[src/oame_defs.svh]
`ifndef OAME_DEFS_SVH
`define OAME_DEFS_SVH
// ============================================================
// opcode patterns, 14-bit instruction word
`define OAME_OP_W 14
`define OAME_PAT_OR_LIT 6'h1A
`define OAME_PAT_LOAD_LIT 6'h19
`define OAME_PAT_OR_FILE 6'h04
`define OAME_PAT_COPY_FILE 7'h10
`define OAME_PAT_STORE_FILE 7'h01
`define OAME_PAT_STORE_SPEC 8'h00
// ============================================================
// field positions inside the instruction word
`define OAME_OPC_MSB 13
`define OAME_OPC6_LSB 8
`define OAME_OPC7_LSB 7
`define OAME_OPC8_LSB 6
`define OAME_LIT_MSB 7
`define OAME_DEST_BIT 7
// ============================================================
// reset values
`define OAME_ACC_RST 8'h00
`define OAME_ZERO_RST 1'h0
`endif

[src/oame_pkg.sv]
`default_nettype none
package oame_pkg;
  typedef enum logic [2:0] {
    OAME_NONE,
    OAME_OR_LIT,
    OAME_OR_FILE,
    OAME_COPY_FILE,
    OAME_LOAD_LIT,
    OAME_STORE_FILE,
    OAME_STORE_SPEC
  } oame_op_t;
endpackage
`default_nettype wire

[src/oame_exec.sv]
`timescale 1ns/10ps
`default_nettype none
`include "oame_defs.svh"

module oame_exec #(
  parameter int DATA_W = 8,
  parameter int FADDR_W = 7,
  parameter int SADDR_W = 6
) (
  input wire logic clock_in,
  input wire logic arst_n_in,
  input wire logic instr_valid_in,
  input wire logic [`OAME_OP_W-1:0] instr_in,
  input wire logic [DATA_W-1:0] file_rdata_in,
  output logic [FADDR_W-1:0] file_addr_out,
  output logic file_we_out,
  output logic [DATA_W-1:0] file_wdata_out,
  output logic [SADDR_W-1:0] spec_addr_out,
  output logic spec_we_out,
  output logic [DATA_W-1:0] spec_wdata_out,
  output logic [DATA_W-1:0] acc_out,
  output logic zero_flag_out,
  output logic illegal_out
);

  // ============================================================
  // reset release
  logic rst_meta_reg;
  logic rst_n_reg;
  always_ff @(posedge clock_in or negedge arst_n_in) begin
    if (!arst_n_in) begin
      rst_meta_reg <= 1'h0;
      rst_n_reg <= 1'h0;
    end else begin
      rst_meta_reg <= 1'h1;
      rst_n_reg <= rst_meta_reg;
    end
  end

  // ============================================================
  // decode
  function automatic logic [DATA_W-1:0] or_op(input logic [DATA_W-1:0] a,
                                              input logic [DATA_W-1:0] b);
    or_op = a | b;
  endfunction

  // patterns differ in length, so each is matched on a slice of its own width
  wire logic [5:0] opc6 = instr_in[`OAME_OPC_MSB:`OAME_OPC6_LSB];
  wire logic [6:0] opc7 = instr_in[`OAME_OPC_MSB:`OAME_OPC7_LSB];
  wire logic [7:0] opc8 = instr_in[`OAME_OPC_MSB:`OAME_OPC8_LSB];

  wire logic [7:0] lit = instr_in[`OAME_LIT_MSB:0];
  wire logic dest_bit = instr_in[`OAME_DEST_BIT];
  wire logic [FADDR_W-1:0] faddr = instr_in[FADDR_W-1:0];
  wire logic [SADDR_W-1:0] saddr = instr_in[SADDR_W-1:0];

  wire logic hit_or_lit = (opc6 == `OAME_PAT_OR_LIT);
  wire logic hit_load_lit = (opc6 == `OAME_PAT_LOAD_LIT);
  wire logic hit_or_file = (opc6 == `OAME_PAT_OR_FILE);
  wire logic hit_copy_file = (opc7 == `OAME_PAT_COPY_FILE);
  wire logic hit_store_file = (opc7 == `OAME_PAT_STORE_FILE);
  wire logic hit_store_spec = (opc8 == `OAME_PAT_STORE_SPEC);

  oame_pkg::oame_op_t op;
  // store-special pattern also covers the all-zero no-op word; this block treats it as a store
  // because distinguishing the two belongs to the wider decoder
  assign op = !instr_valid_in ? oame_pkg::OAME_NONE :
    hit_or_lit ? oame_pkg::OAME_OR_LIT :
    hit_load_lit ? oame_pkg::OAME_LOAD_LIT :
    hit_or_file ? oame_pkg::OAME_OR_FILE :
    hit_copy_file ? oame_pkg::OAME_COPY_FILE :
    hit_store_file ? oame_pkg::OAME_STORE_FILE :
    hit_store_spec ? oame_pkg::OAME_STORE_SPEC :
    oame_pkg::OAME_NONE;

  wire logic [DATA_W-1:0] or_lit_res = or_op(acc_out, lit);
  wire logic [DATA_W-1:0] or_file_res = or_op(acc_out, file_rdata_in);

  // ============================================================
  // file and special register access, combinational in the same cycle
  assign file_addr_out = faddr;
  assign file_we_out = (op == oame_pkg::OAME_STORE_FILE) ||
                       (op == oame_pkg::OAME_OR_FILE && dest_bit);
  assign file_wdata_out = (op == oame_pkg::OAME_OR_FILE) ? or_file_res : acc_out;
  assign spec_addr_out = saddr;
  assign spec_we_out = (op == oame_pkg::OAME_STORE_SPEC);
  assign spec_wdata_out = acc_out;
  assign illegal_out = instr_valid_in && (op == oame_pkg::OAME_NONE);

  // ============================================================
  // accumulator and zero flag
  logic [DATA_W-1:0] acc_next;
  logic zero_next;
  always_comb begin
    acc_next = acc_out;
    zero_next = zero_flag_out;
    case (op)
      oame_pkg::OAME_OR_LIT: begin
        acc_next = or_lit_res;
        zero_next = (or_lit_res == '0);
      end
      oame_pkg::OAME_OR_FILE: begin
        if (!dest_bit) begin
          acc_next = or_file_res;
        end
        zero_next = (or_file_res == '0);
      end
      oame_pkg::OAME_COPY_FILE: acc_next = file_rdata_in;
      oame_pkg::OAME_LOAD_LIT: acc_next = lit;
      oame_pkg::OAME_STORE_FILE,
      oame_pkg::OAME_STORE_SPEC: begin
        // stores only raise a strobe; accumulator and flag hold
        acc_next = acc_out;
      end
      default: acc_next = acc_out;
    endcase
  end

  // accumulator and flag are the only state besides the two reset sync flops; file writes leave as strobes
  always_ff @(posedge clock_in or negedge rst_n_reg) begin
    if (!rst_n_reg) begin
      acc_out <= `OAME_ACC_RST;
      zero_flag_out <= `OAME_ZERO_RST;
    end else begin
      acc_out <= acc_next;
      zero_flag_out <= zero_next;
    end
  end

  // ============================================================
  // checks
  a_or_lit_acc: assert property (@(posedge clock_in) disable iff (!rst_n_reg)
    op == oame_pkg::OAME_OR_LIT |=> acc_out == ($past(acc_out) | $past(lit)))
    else $error("literal or result wrong");
  a_or_file_acc: assert property (@(posedge clock_in) disable iff (!rst_n_reg)
    (op == oame_pkg::OAME_OR_FILE && !dest_bit) |=>
      acc_out == ($past(acc_out) | $past(file_rdata_in)))
    else $error("file or result wrong");
  a_or_dest_zero: assert property (@(posedge clock_in) disable iff (!rst_n_reg)
    (op == oame_pkg::OAME_OR_FILE && !dest_bit) |-> !file_we_out)
    else $error("file written with dest 0");
  a_or_dest_one: assert property (@(posedge clock_in) disable iff (!rst_n_reg)
    (op == oame_pkg::OAME_OR_FILE && dest_bit) |-> file_we_out &&
      file_wdata_out == (acc_out | file_rdata_in) ##1 $stable(acc_out))
    else $error("dest 1 or wrong");
  a_copy_file: assert property (@(posedge clock_in) disable iff (!rst_n_reg)
    op == oame_pkg::OAME_COPY_FILE |=>
      acc_out == $past(file_rdata_in) && $stable(zero_flag_out))
    else $error("copy to acc wrong");
  a_load_lit: assert property (@(posedge clock_in) disable iff (!rst_n_reg)
    op == oame_pkg::OAME_LOAD_LIT |=> acc_out == $past(lit) && $stable(zero_flag_out))
    else $error("literal load wrong");
  a_store_file: assert property (@(posedge clock_in) disable iff (!rst_n_reg)
    op == oame_pkg::OAME_STORE_FILE |-> file_we_out && file_wdata_out == acc_out
      ##1 $stable(zero_flag_out))
    else $error("file store wrong");
  a_store_spec: assert property (@(posedge clock_in) disable iff (!rst_n_reg)
    op == oame_pkg::OAME_STORE_SPEC |-> spec_we_out && !file_we_out &&
      spec_wdata_out == acc_out ##1 $stable(zero_flag_out))
    else $error("special store wrong");
  a_zero_or_lit: assert property (@(posedge clock_in) disable iff (!rst_n_reg)
    op == oame_pkg::OAME_OR_LIT |=>
      zero_flag_out == (($past(acc_out) | $past(lit)) == '0))
    else $error("zero flag wrong after literal or");
  a_zero_or_file: assert property (@(posedge clock_in) disable iff (!rst_n_reg)
    op == oame_pkg::OAME_OR_FILE |=>
      zero_flag_out == (($past(acc_out) | $past(file_rdata_in)) == '0))
    else $error("zero flag wrong after file or");

  // ============================================================
  // checks: strobes only where a write is due
  a_or_lit_no_write: assert property (@(posedge clock_in) disable iff (!rst_n_reg)
    op == oame_pkg::OAME_OR_LIT |-> !file_we_out && !spec_we_out)
    else $error("literal or raised a write");
  a_or_file_spec_quiet: assert property (@(posedge clock_in) disable iff (!rst_n_reg)
    op == oame_pkg::OAME_OR_FILE |-> !spec_we_out)
    else $error("file or raised a special write");
  a_copy_no_write: assert property (@(posedge clock_in) disable iff (!rst_n_reg)
    op == oame_pkg::OAME_COPY_FILE |-> !file_we_out && !spec_we_out)
    else $error("copy raised a write");
  a_load_no_write: assert property (@(posedge clock_in) disable iff (!rst_n_reg)
    op == oame_pkg::OAME_LOAD_LIT |-> !file_we_out && !spec_we_out)
    else $error("literal load raised a write");
  a_file_we_due: assert property (@(posedge clock_in) disable iff (!rst_n_reg)
    file_we_out |->
      op == oame_pkg::OAME_STORE_FILE || (op == oame_pkg::OAME_OR_FILE && dest_bit))
    else $error("file write strobe without cause");
  a_spec_we_due: assert property (@(posedge clock_in) disable iff (!rst_n_reg)
    spec_we_out |-> op == oame_pkg::OAME_STORE_SPEC)
    else $error("special write strobe without cause");

  // ============================================================
  // checks: held state
  a_file_store_kept: assert property (@(posedge clock_in) disable iff (!rst_n_reg)
    op == oame_pkg::OAME_STORE_FILE |-> !spec_we_out ##1 $stable(acc_out))
    else $error("file store disturbed accumulator");
  a_spec_store_kept: assert property (@(posedge clock_in) disable iff (!rst_n_reg)
    op == oame_pkg::OAME_STORE_SPEC |=> $stable(acc_out))
    else $error("special store disturbed accumulator");
  a_idle_quiet: assert property (@(posedge clock_in) disable iff (!rst_n_reg)
    !instr_valid_in |-> !file_we_out && !spec_we_out && !illegal_out
      ##1 $stable(acc_out) && $stable(zero_flag_out))
    else $error("idle cycle had an effect");
  a_illegal_quiet: assert property (@(posedge clock_in) disable iff (!rst_n_reg)
    illegal_out |-> !file_we_out && !spec_we_out
      ##1 $stable(acc_out) && $stable(zero_flag_out))
    else $error("unknown word had an effect");

  // ============================================================
  // checks: reset
  // no disable here, this one watches the reset itself
  a_reset_values: assert property (@(posedge clock_in)
    !rst_n_reg |-> acc_out == `OAME_ACC_RST && zero_flag_out == `OAME_ZERO_RST)
    else $error("reset values wrong");

endmodule // oame_exec
`default_nettype wire

[config.mk]
export PLATFORM = sky130hd
export DESIGN_NAME = oame_exec
export DESIGN_NICKNAME = d
export VERILOG_FILES = /design/src/oame_pkg.sv /design/src/oame_exec.sv
export VERILOG_INCLUDE_DIRS = /design/src
export SDC_FILE = /design/constraint.sdc
export NUM_CORES = 1
export LEC_CHECK = 0
export BUFFER_PORTS_ARGS = -buffer_cell sky130_fd_sc_hd__buf_2
export CAP_MARGIN = 15
export CORE_UTILIZATION = 48
export DETAILED_ROUTE_END_ITERATION = 10
export PLACE_DENSITY = 0.85
export SKIP_CTS_REPAIR_TIMING = 1
export SLEW_MARGIN = 20
export SYNTH_ARGS = -nofsm -noshare
export SYNTH_HDL_FRONTEND = slang
export SYNTH_SLANG_ARGS = --single-unit
[constraint.sdc]
create_clock -name clock_in -period 3.1 [get_ports clock_in]
set_input_delay 0.465 -clock clock_in [delete_from_list [all_inputs] [get_ports clock_in]]
set_output_delay 0.465 -clock clock_in [all_outputs]
set_load 0.1 [all_outputs]
==> results.md, run 1 <==
* Run status: complete, no violations
* Max FFs per register at 8
* Max cap viols at 0
* Dpl ws at 0.319 ns
* Count of cell types in the netlist at 33
* Synth Instances at 136
* Diode count at 0
* Kind of critical path: in2out
* Setup TNS at 0 ns
* Clock tree buffer depth at 2
* Antenna violations before repair at 0
* Critical Path End Type: output pin
* PD cells at 309 nW/um^2
* Std-Cell Core Area at 2320 um^2
* Clk Latency, worst-skew pair at 0.28 ns
* Slew Limit Fails at 0
* DRC viols at 0
* Cell Area, Synth at 1230 um^2
* H-tree Lvls at 1
* Synth Area per Inst at 9.06 um^2
* Initial Utilization at 53.2%
* Drt wl/cell at 17.0 um
* Relative slew slack at 66.2%
* Worst-Margin Slew at 0.507 ns
* DIE WIDTH at 52.7 um
* Final Power at 0.488 mW
* Cell row count at 17
* Hold crit path type: reg2async
* Synthesis Warnings at 0
* Leakage at 0.744 nW
* Syn nets at 161
* Clock Sinks at 11
* Largest fanout on the critical path at 10
* Vias in the first global route at 1178
* CP Launch Type: primary input
* Syn-to-layout area delta at 28.2%
* Fmax at 353 MHz
* Worst EP arrival at 2.37 ns
* Fin util at 68.2%
* Maximum number of pins on one net before global-route repair at 11
* Unrepaired setup endpoints after global routing: false
* Biggest register: acc_out
* GPL Wtd Cong at 0.943
* Hold Violations, Final at 0
* Setup slack after layout at 0.267 ns
* DR vias at 1245
* Hpwl dp at 2750 um
* Die Y-Extent at 52.7 um
* CTS Buf Count at 3
* Register bit total from synthesis at 11
* Worst VDD drop at 0.222 mV
* DR pass1 iterations at 4
* Layout cells sized above 1 at 47.5%
* Final Skew at 0.00630 ns
* TritonCTS clock tree: built
* Post-synthesis sequential area ratio at 22.3%
* Total gr overflow at 0
* DRT iter0 DRCs at 32
* CTS clk-pin slew, worst paths at 0.08 ns
* # setup viols final at 0
* Die area at 2770 um^2
* Vias per cell at 6.01
* Final Critical Period at 2.83 ns
* DP Cell Count at 202
* Final non-filler cell total at 207
* Total detailed-routing wirelength at 3510 um
* Fin crit share at 91.4%
* PortBufs at 65
* Total GRT Usage at 27.6%
* I/O Pins at 66
* CTS root buffer: clkbuf_4
* Post-DRT Antenna Nets at 0
* Nets at 205
* First-pass GRT wire length at 5590 um
* Critical Path RT at 2.63 ns
* Number of fill cells in the layout at 175
-- worst max-delay path: stages --
cell,delay (ns)
buf_2,0.17
and4bb_1,0.27
and4_1,0.34
nor2_2,0.27
and2_1,0.42
a21o_1,0.24
buf_12,0.19
-- metal layers --
metal / track usage (%) / share of wire [%]
met5: 0 / 0
met4: 12.7 / 2.5
met3: 3.19 / 6.0
met2: 46.0 / 51
met1: 35.2 / 41
-- cell usage after synthesis --
| library cell | number | share of area [%] |
|---|---|---|
| xor2_1 | 1 | 0.71 |
| nor3_1 | 1 | 0.41 |
| and2_1 | 1 | 0.51 |
| or4_4 | 1 | 0.91 |
| and4bb_1 | 1 | 1.0 |
| mux2i_1 | 9 | 7.3 |
| buf_2 | 5 | 2.0 |
| o31ai_1 | 8 | 4.9 |
| dfrtp_1 | 11 | 22 |
| nor3b_2 | 1 | 1.0 |
| a31oi_1 | 1 | 0.51 |
| nor2_2 | 1 | 0.51 |
| o221a_1 | 1 | 0.91 |
| and4_1 | 3 | 2.1 |
| a21o_1 | 10 | 6.1 |
| and3_4 | 1 | 0.91 |
| nor2_1 | 2 | 0.61 |
| a21oi_1 | 3 | 1.2 |
| nand4_1 | 1 | 0.51 |
| o2bb2a_1 | 1 | 0.81 |
| a211o_1 | 3 | 2.1 |
| o32ai_2 | 8 | 11 |
| o22ai_4 | 1 | 1.6 |
| buf_6 | 1 | 0.91 |
| buf_4 | 22 | 13 |
| o2111ai_1 | 1 | 0.71 |
| nor4_1 | 7 | 3.6 |
| o21ai_1 | 2 | 0.81 |
| inv_1 | 18 | 5.5 |
| nor4b_4 | 1 | 1.9 |
| nand2_1 | 4 | 1.2 |
| nand2b_1 | 4 | 2.0 |
| conb_1 | 1 | 0.30 |
-- power by group --
group          switching [mW]  leakage (nW)  internal [mW]  total, mW
logic                   0.180         0.621         0.0482      0.228
clock network          0.0565        0.0150         0.0499      0.106
registers             0.00625         0.108          0.147      0.153
-- cell usage in the layout (no fill, tap or decap), drive strengths merged, types with 2 or more instances in the layout --
cell    instances
buf            66
a21o           10
inv            18
nor4            7
dfrtp          11
and4            3
o32ai           8
mux2i           9
o21ai           2
clkbuf          4
nand2b          4
a211o           3
nor2            3
a21oi           3
o31ai           8
nand2           4
-- final cells by class --
cell class	instances	area, um^2	area share (%)
inverters	18	67.6	4.28
well taps	28	35.0	2.22
multi-input cells	79	698	44.2
clock buffers	4	26.3	1.66
flip-flops and latches	11	275	17.4
repair buffers	67	478	30.2
-- cells by family after synthesis --
family,synth area share (%)
other,0.304
buffers and inverters,21.8
flip-flops,22.3
multiplexers,7.31
XOR/XNOR,0.711
AND/OR/NAND/NOR,17.3
AO/OA/AOI/OAI,30.3
-- stage by stage --
step,area [um^2],hold slack [ns]
2_1_floorplan,1240,0.108
3_3_place_gp,1540,0.152
3_5_place_dp,1540,0.164
4_1_cts,1570,-0.0396
5_1_grt,1580,0.180
6_report,1580,0.158
-- worst paths after layout --
| kind | endpoint | slack (ns) | depth (start not counted) | start |
|---|---|---|---|---|
| max | file_wdata_out[5] | 0.27 | 7 | instr_in[10] |
| min in group clock_in | rst_n_reg$_DFF_PN0_ | 0.36 | 0 | rst_meta_reg$_DFF_PN0_ |
| max in group asynchronous | rst_n_reg$_DFF_PN0_ | 2.51 | 2 | arst_n_in |
| min | acc_out[2]$_DFFE_PN0P_ | 0.16 | 0 | rst_n_reg$_DFF_PN0_ |
| min reg2reg | acc_out[2]$_DFFE_PN0P_ | 0.16 | 0 | rst_n_reg$_DFF_PN0_ |
| max reg2reg | zero_flag_out$_DFFE_PN0P_ | 1.71 | 4 | acc_out[5]$_DFFE_PN0P_ |
No activity file was read; power rests on OpenSTA's default activity.
==> inputs of run 2 (changes only) <==
--- a/config.mk
+++ b/config.mk
@@ -6,11 +6,12 @@
 export SDC_FILE = /design/constraint.sdc
 export NUM_CORES = 1
 export LEC_CHECK = 0
+export ABC_AREA = 1
 export BUFFER_PORTS_ARGS = -buffer_cell sky130_fd_sc_hd__buf_2
 export CAP_MARGIN = 15
-export CORE_UTILIZATION = 48
+export CORE_UTILIZATION = 50
 export DETAILED_ROUTE_END_ITERATION = 10
-export PLACE_DENSITY = 0.85
+export PLACE_DENSITY = 0.86
 export SKIP_CTS_REPAIR_TIMING = 1
 export SLEW_MARGIN = 20
 export SYNTH_ARGS = -nofsm -noshare
==> constraint.sdc (replaced) <==
create_clock -name clock_in -period 3.1 [get_ports clock_in]
set_input_delay 0.465 -clock clock_in [delete_from_list [all_inputs] [get_ports clock_in]]
set_output_delay 0.465 -clock clock_in [all_outputs]
set_load 0.05 [all_outputs]
==> results.md, run 2 <==
* First-pass GRT wire length at 5380 um
* Area of placed instances at 1530 um^2
* Leading area contributor after synthesis: dfrtp_1
* Setup TNS at 0 ns
* Final Skew at 0.0103 ns
* Nets at 300
* Most frequent cells in the layout: nand2_1 (66), buf_2 (65), nand3_1 (27)
* Worst VDD drop at 0.629 mV
* Syn-to-layout area delta at 17.1%
* Critical Path RT at 2.63 ns
* Slowest-stage cell, CP: buf_2
* Kind of critical path: in2out
* Setup slack after layout at 0.584 ns
* Most common cell after layout, fill and taps aside: nand2_1
* CTS root buffer: clkbuf_4
* Clock Sinks at 11
* Total detailed-routing wirelength at 3480 um
* Slew Limit Fails at 0
* Synth Instances at 228
* Worst EP arrival at 2.05 ns
* Fin crit share at 81.2%
* PD cells at 748 nW/um^2
* DR vias at 1574
* TritonCTS clock tree: built
* Post-synthesis sequential area ratio at 20.5%
* DIE WIDTH at 53.8 um
* Std-Cell Core Area at 2500 um^2
* Synth Area per Inst at 5.88 um^2
* Post-DRT Antenna Nets at 0
* I/O Pins at 66
* Clk Latency, worst-skew pair at 0.29 ns
* EDFF count, synth at 0
* Fin util at 62.8%
* Leakage at 0.961 nW
* Die Y-Extent at 53.8 um
* Clock tree buffer depth at 2
* DRT iter0 DRCs at 55
* Final Critical Period at 2.52 ns
* Diode count at 0
* Total gr overflow at 0
* Die area at 2890 um^2
* Max cap viols at 0
* DRC viols at 0
* Layout cells sized above 1 at 32.8%
* PortBufs at 65
* Total GRT Usage at 25.6%
* CP Launch Type: primary input
* Drt wl/cell at 11.4 um
* Final non-filler cell total at 304
* Final Power at 1.17 mW
* Hold crit path type: reg2async
* Dpl ws at 0.580 ns
* DR pass1 iterations at 4
* Cell row count at 18
* Maximum number of pins on one net before global-route repair at 14
* H-tree Lvls at 1
* Count of cell types in the netlist at 21
* Max FFs per register at 8
* Hpwl dp at 2720 um
* Register bit total from synthesis at 11
* Critical Path End Type: output pin
* DP Cell Count at 299
* CP bufs+invs at 3
* Synthesis Warnings at 0
* Most common cell in the synthesized netlist: nand2_1
* # setup viols final at 0
* Async SR Flop Fraction at 100%
* Synth top area cells: dfrtp_1 (21%), nand2_1 (18%), buf_4 (12%)
* Post-synth top area share at 20.5%
* Vias per cell at 5.18
* Crit path cell chain: buf_2 > nor2_1 > nand2_1 > o21ai_1 > nand4_2 > inv_2 > nand2_1 > o21ai_1 > buf_2
* Unrepaired setup endpoints after global routing: false
* Worst hold margin at 0.155 ns
* Post-route cell area at 1570 um^2
* Fmax at 397 MHz
* Vias in the first global route at 1239
* Largest fanout on the critical path at 11
* Syn nets at 253
* Commonest cells post-synth: nand2_1 (66), nand3_1 (27), inv_1 (25), nor2_1 (25), buf_4 (21)
* CTS clk-pin slew, worst paths at 0.08 ns
* Biggest register: acc_out
* CP delay by family, top: simple AND/OR/NAND/NOR gates
* Worst path max stage delay at 0.29 ns
* Synth Flop Type: dfrtp_1
* Initial Utilization at 53.7%
* Cell Area, Synth at 1340 um^2
* CTS Buf Count at 3
* Antenna violations before repair at 0
* Hold Violations, Final at 0
* GPL Wtd Cong at 0.884
* Run status: complete, no violations
run 2: cell types whose count changed in the layout (fill, tap and decap cells not counted), moves of 12 or more:
cell / before / now
nand4_1: 1 / 13
nand3_1: 0 / 27
nor2_1: 2 / 25
nand2_1: 4 / 66
run 2: where the power goes:
part,internal (mW),switching (mW),total (mW)
Sequential,0.185,0.0595,0.245
Combinational,0.180,0.645,0.824
Clock,0.0501,0.0551,0.105
run 2: per-layer routing:
layer	GRT usage, %	wire length, um	vias up
li1	-	-	801
met1	34.8	1570	700
met2	41.2	1650	68
met3	2.54	217	5
met4	10.5	46	0
met5	0	0	-
run 2: cell families (layout without fill, tap and decap cells):
group | Yosys count | count (layout) | share of synthesized area [%]
other | 1 | 1 | 0.280
AOI/OAI and AO/OA | 10 | 10 | 4.66
buffers and inverters | 56 | 102 | 21.9
and+or+nand+nor | 150 | 150 | 52.6
DFF | 11 | 11 | 20.5
run 2: final cells by class:
class	count	area, um^2
Multi-Input combinational cell	161	772
Tap cell	30	37.5
Timing Repair Buffer	67	343
Sequential cell	11	275
Clock buffer	4	26.3
Inverter	31	116
Fill cell	265	930
run 2: final timing paths:
path | endpoint | slack [ns] | cells after the start | startpoint
max | file_wdata_out[7] | 0.58 | 9 | instr_in[13]
min | zero_flag_out$_DFFE_PN0P_ | 0.16 | 0 | rst_n_reg$_DFF_PN0_
max reg2reg | zero_flag_out$_DFFE_PN0P_ | 1.72 | 6 | acc_out[1]$_DFFE_PN0P_
min reg2reg | zero_flag_out$_DFFE_PN0P_ | 0.16 | 0 | rst_n_reg$_DFF_PN0_
max in group asynchronous | rst_n_reg$_DFF_PN0_ | 2.51 | 2 | arst_n_in
min in group clock_in | rst_n_reg$_DFF_PN0_ | 0.36 | 0 | rst_meta_reg$_DFF_PN0_
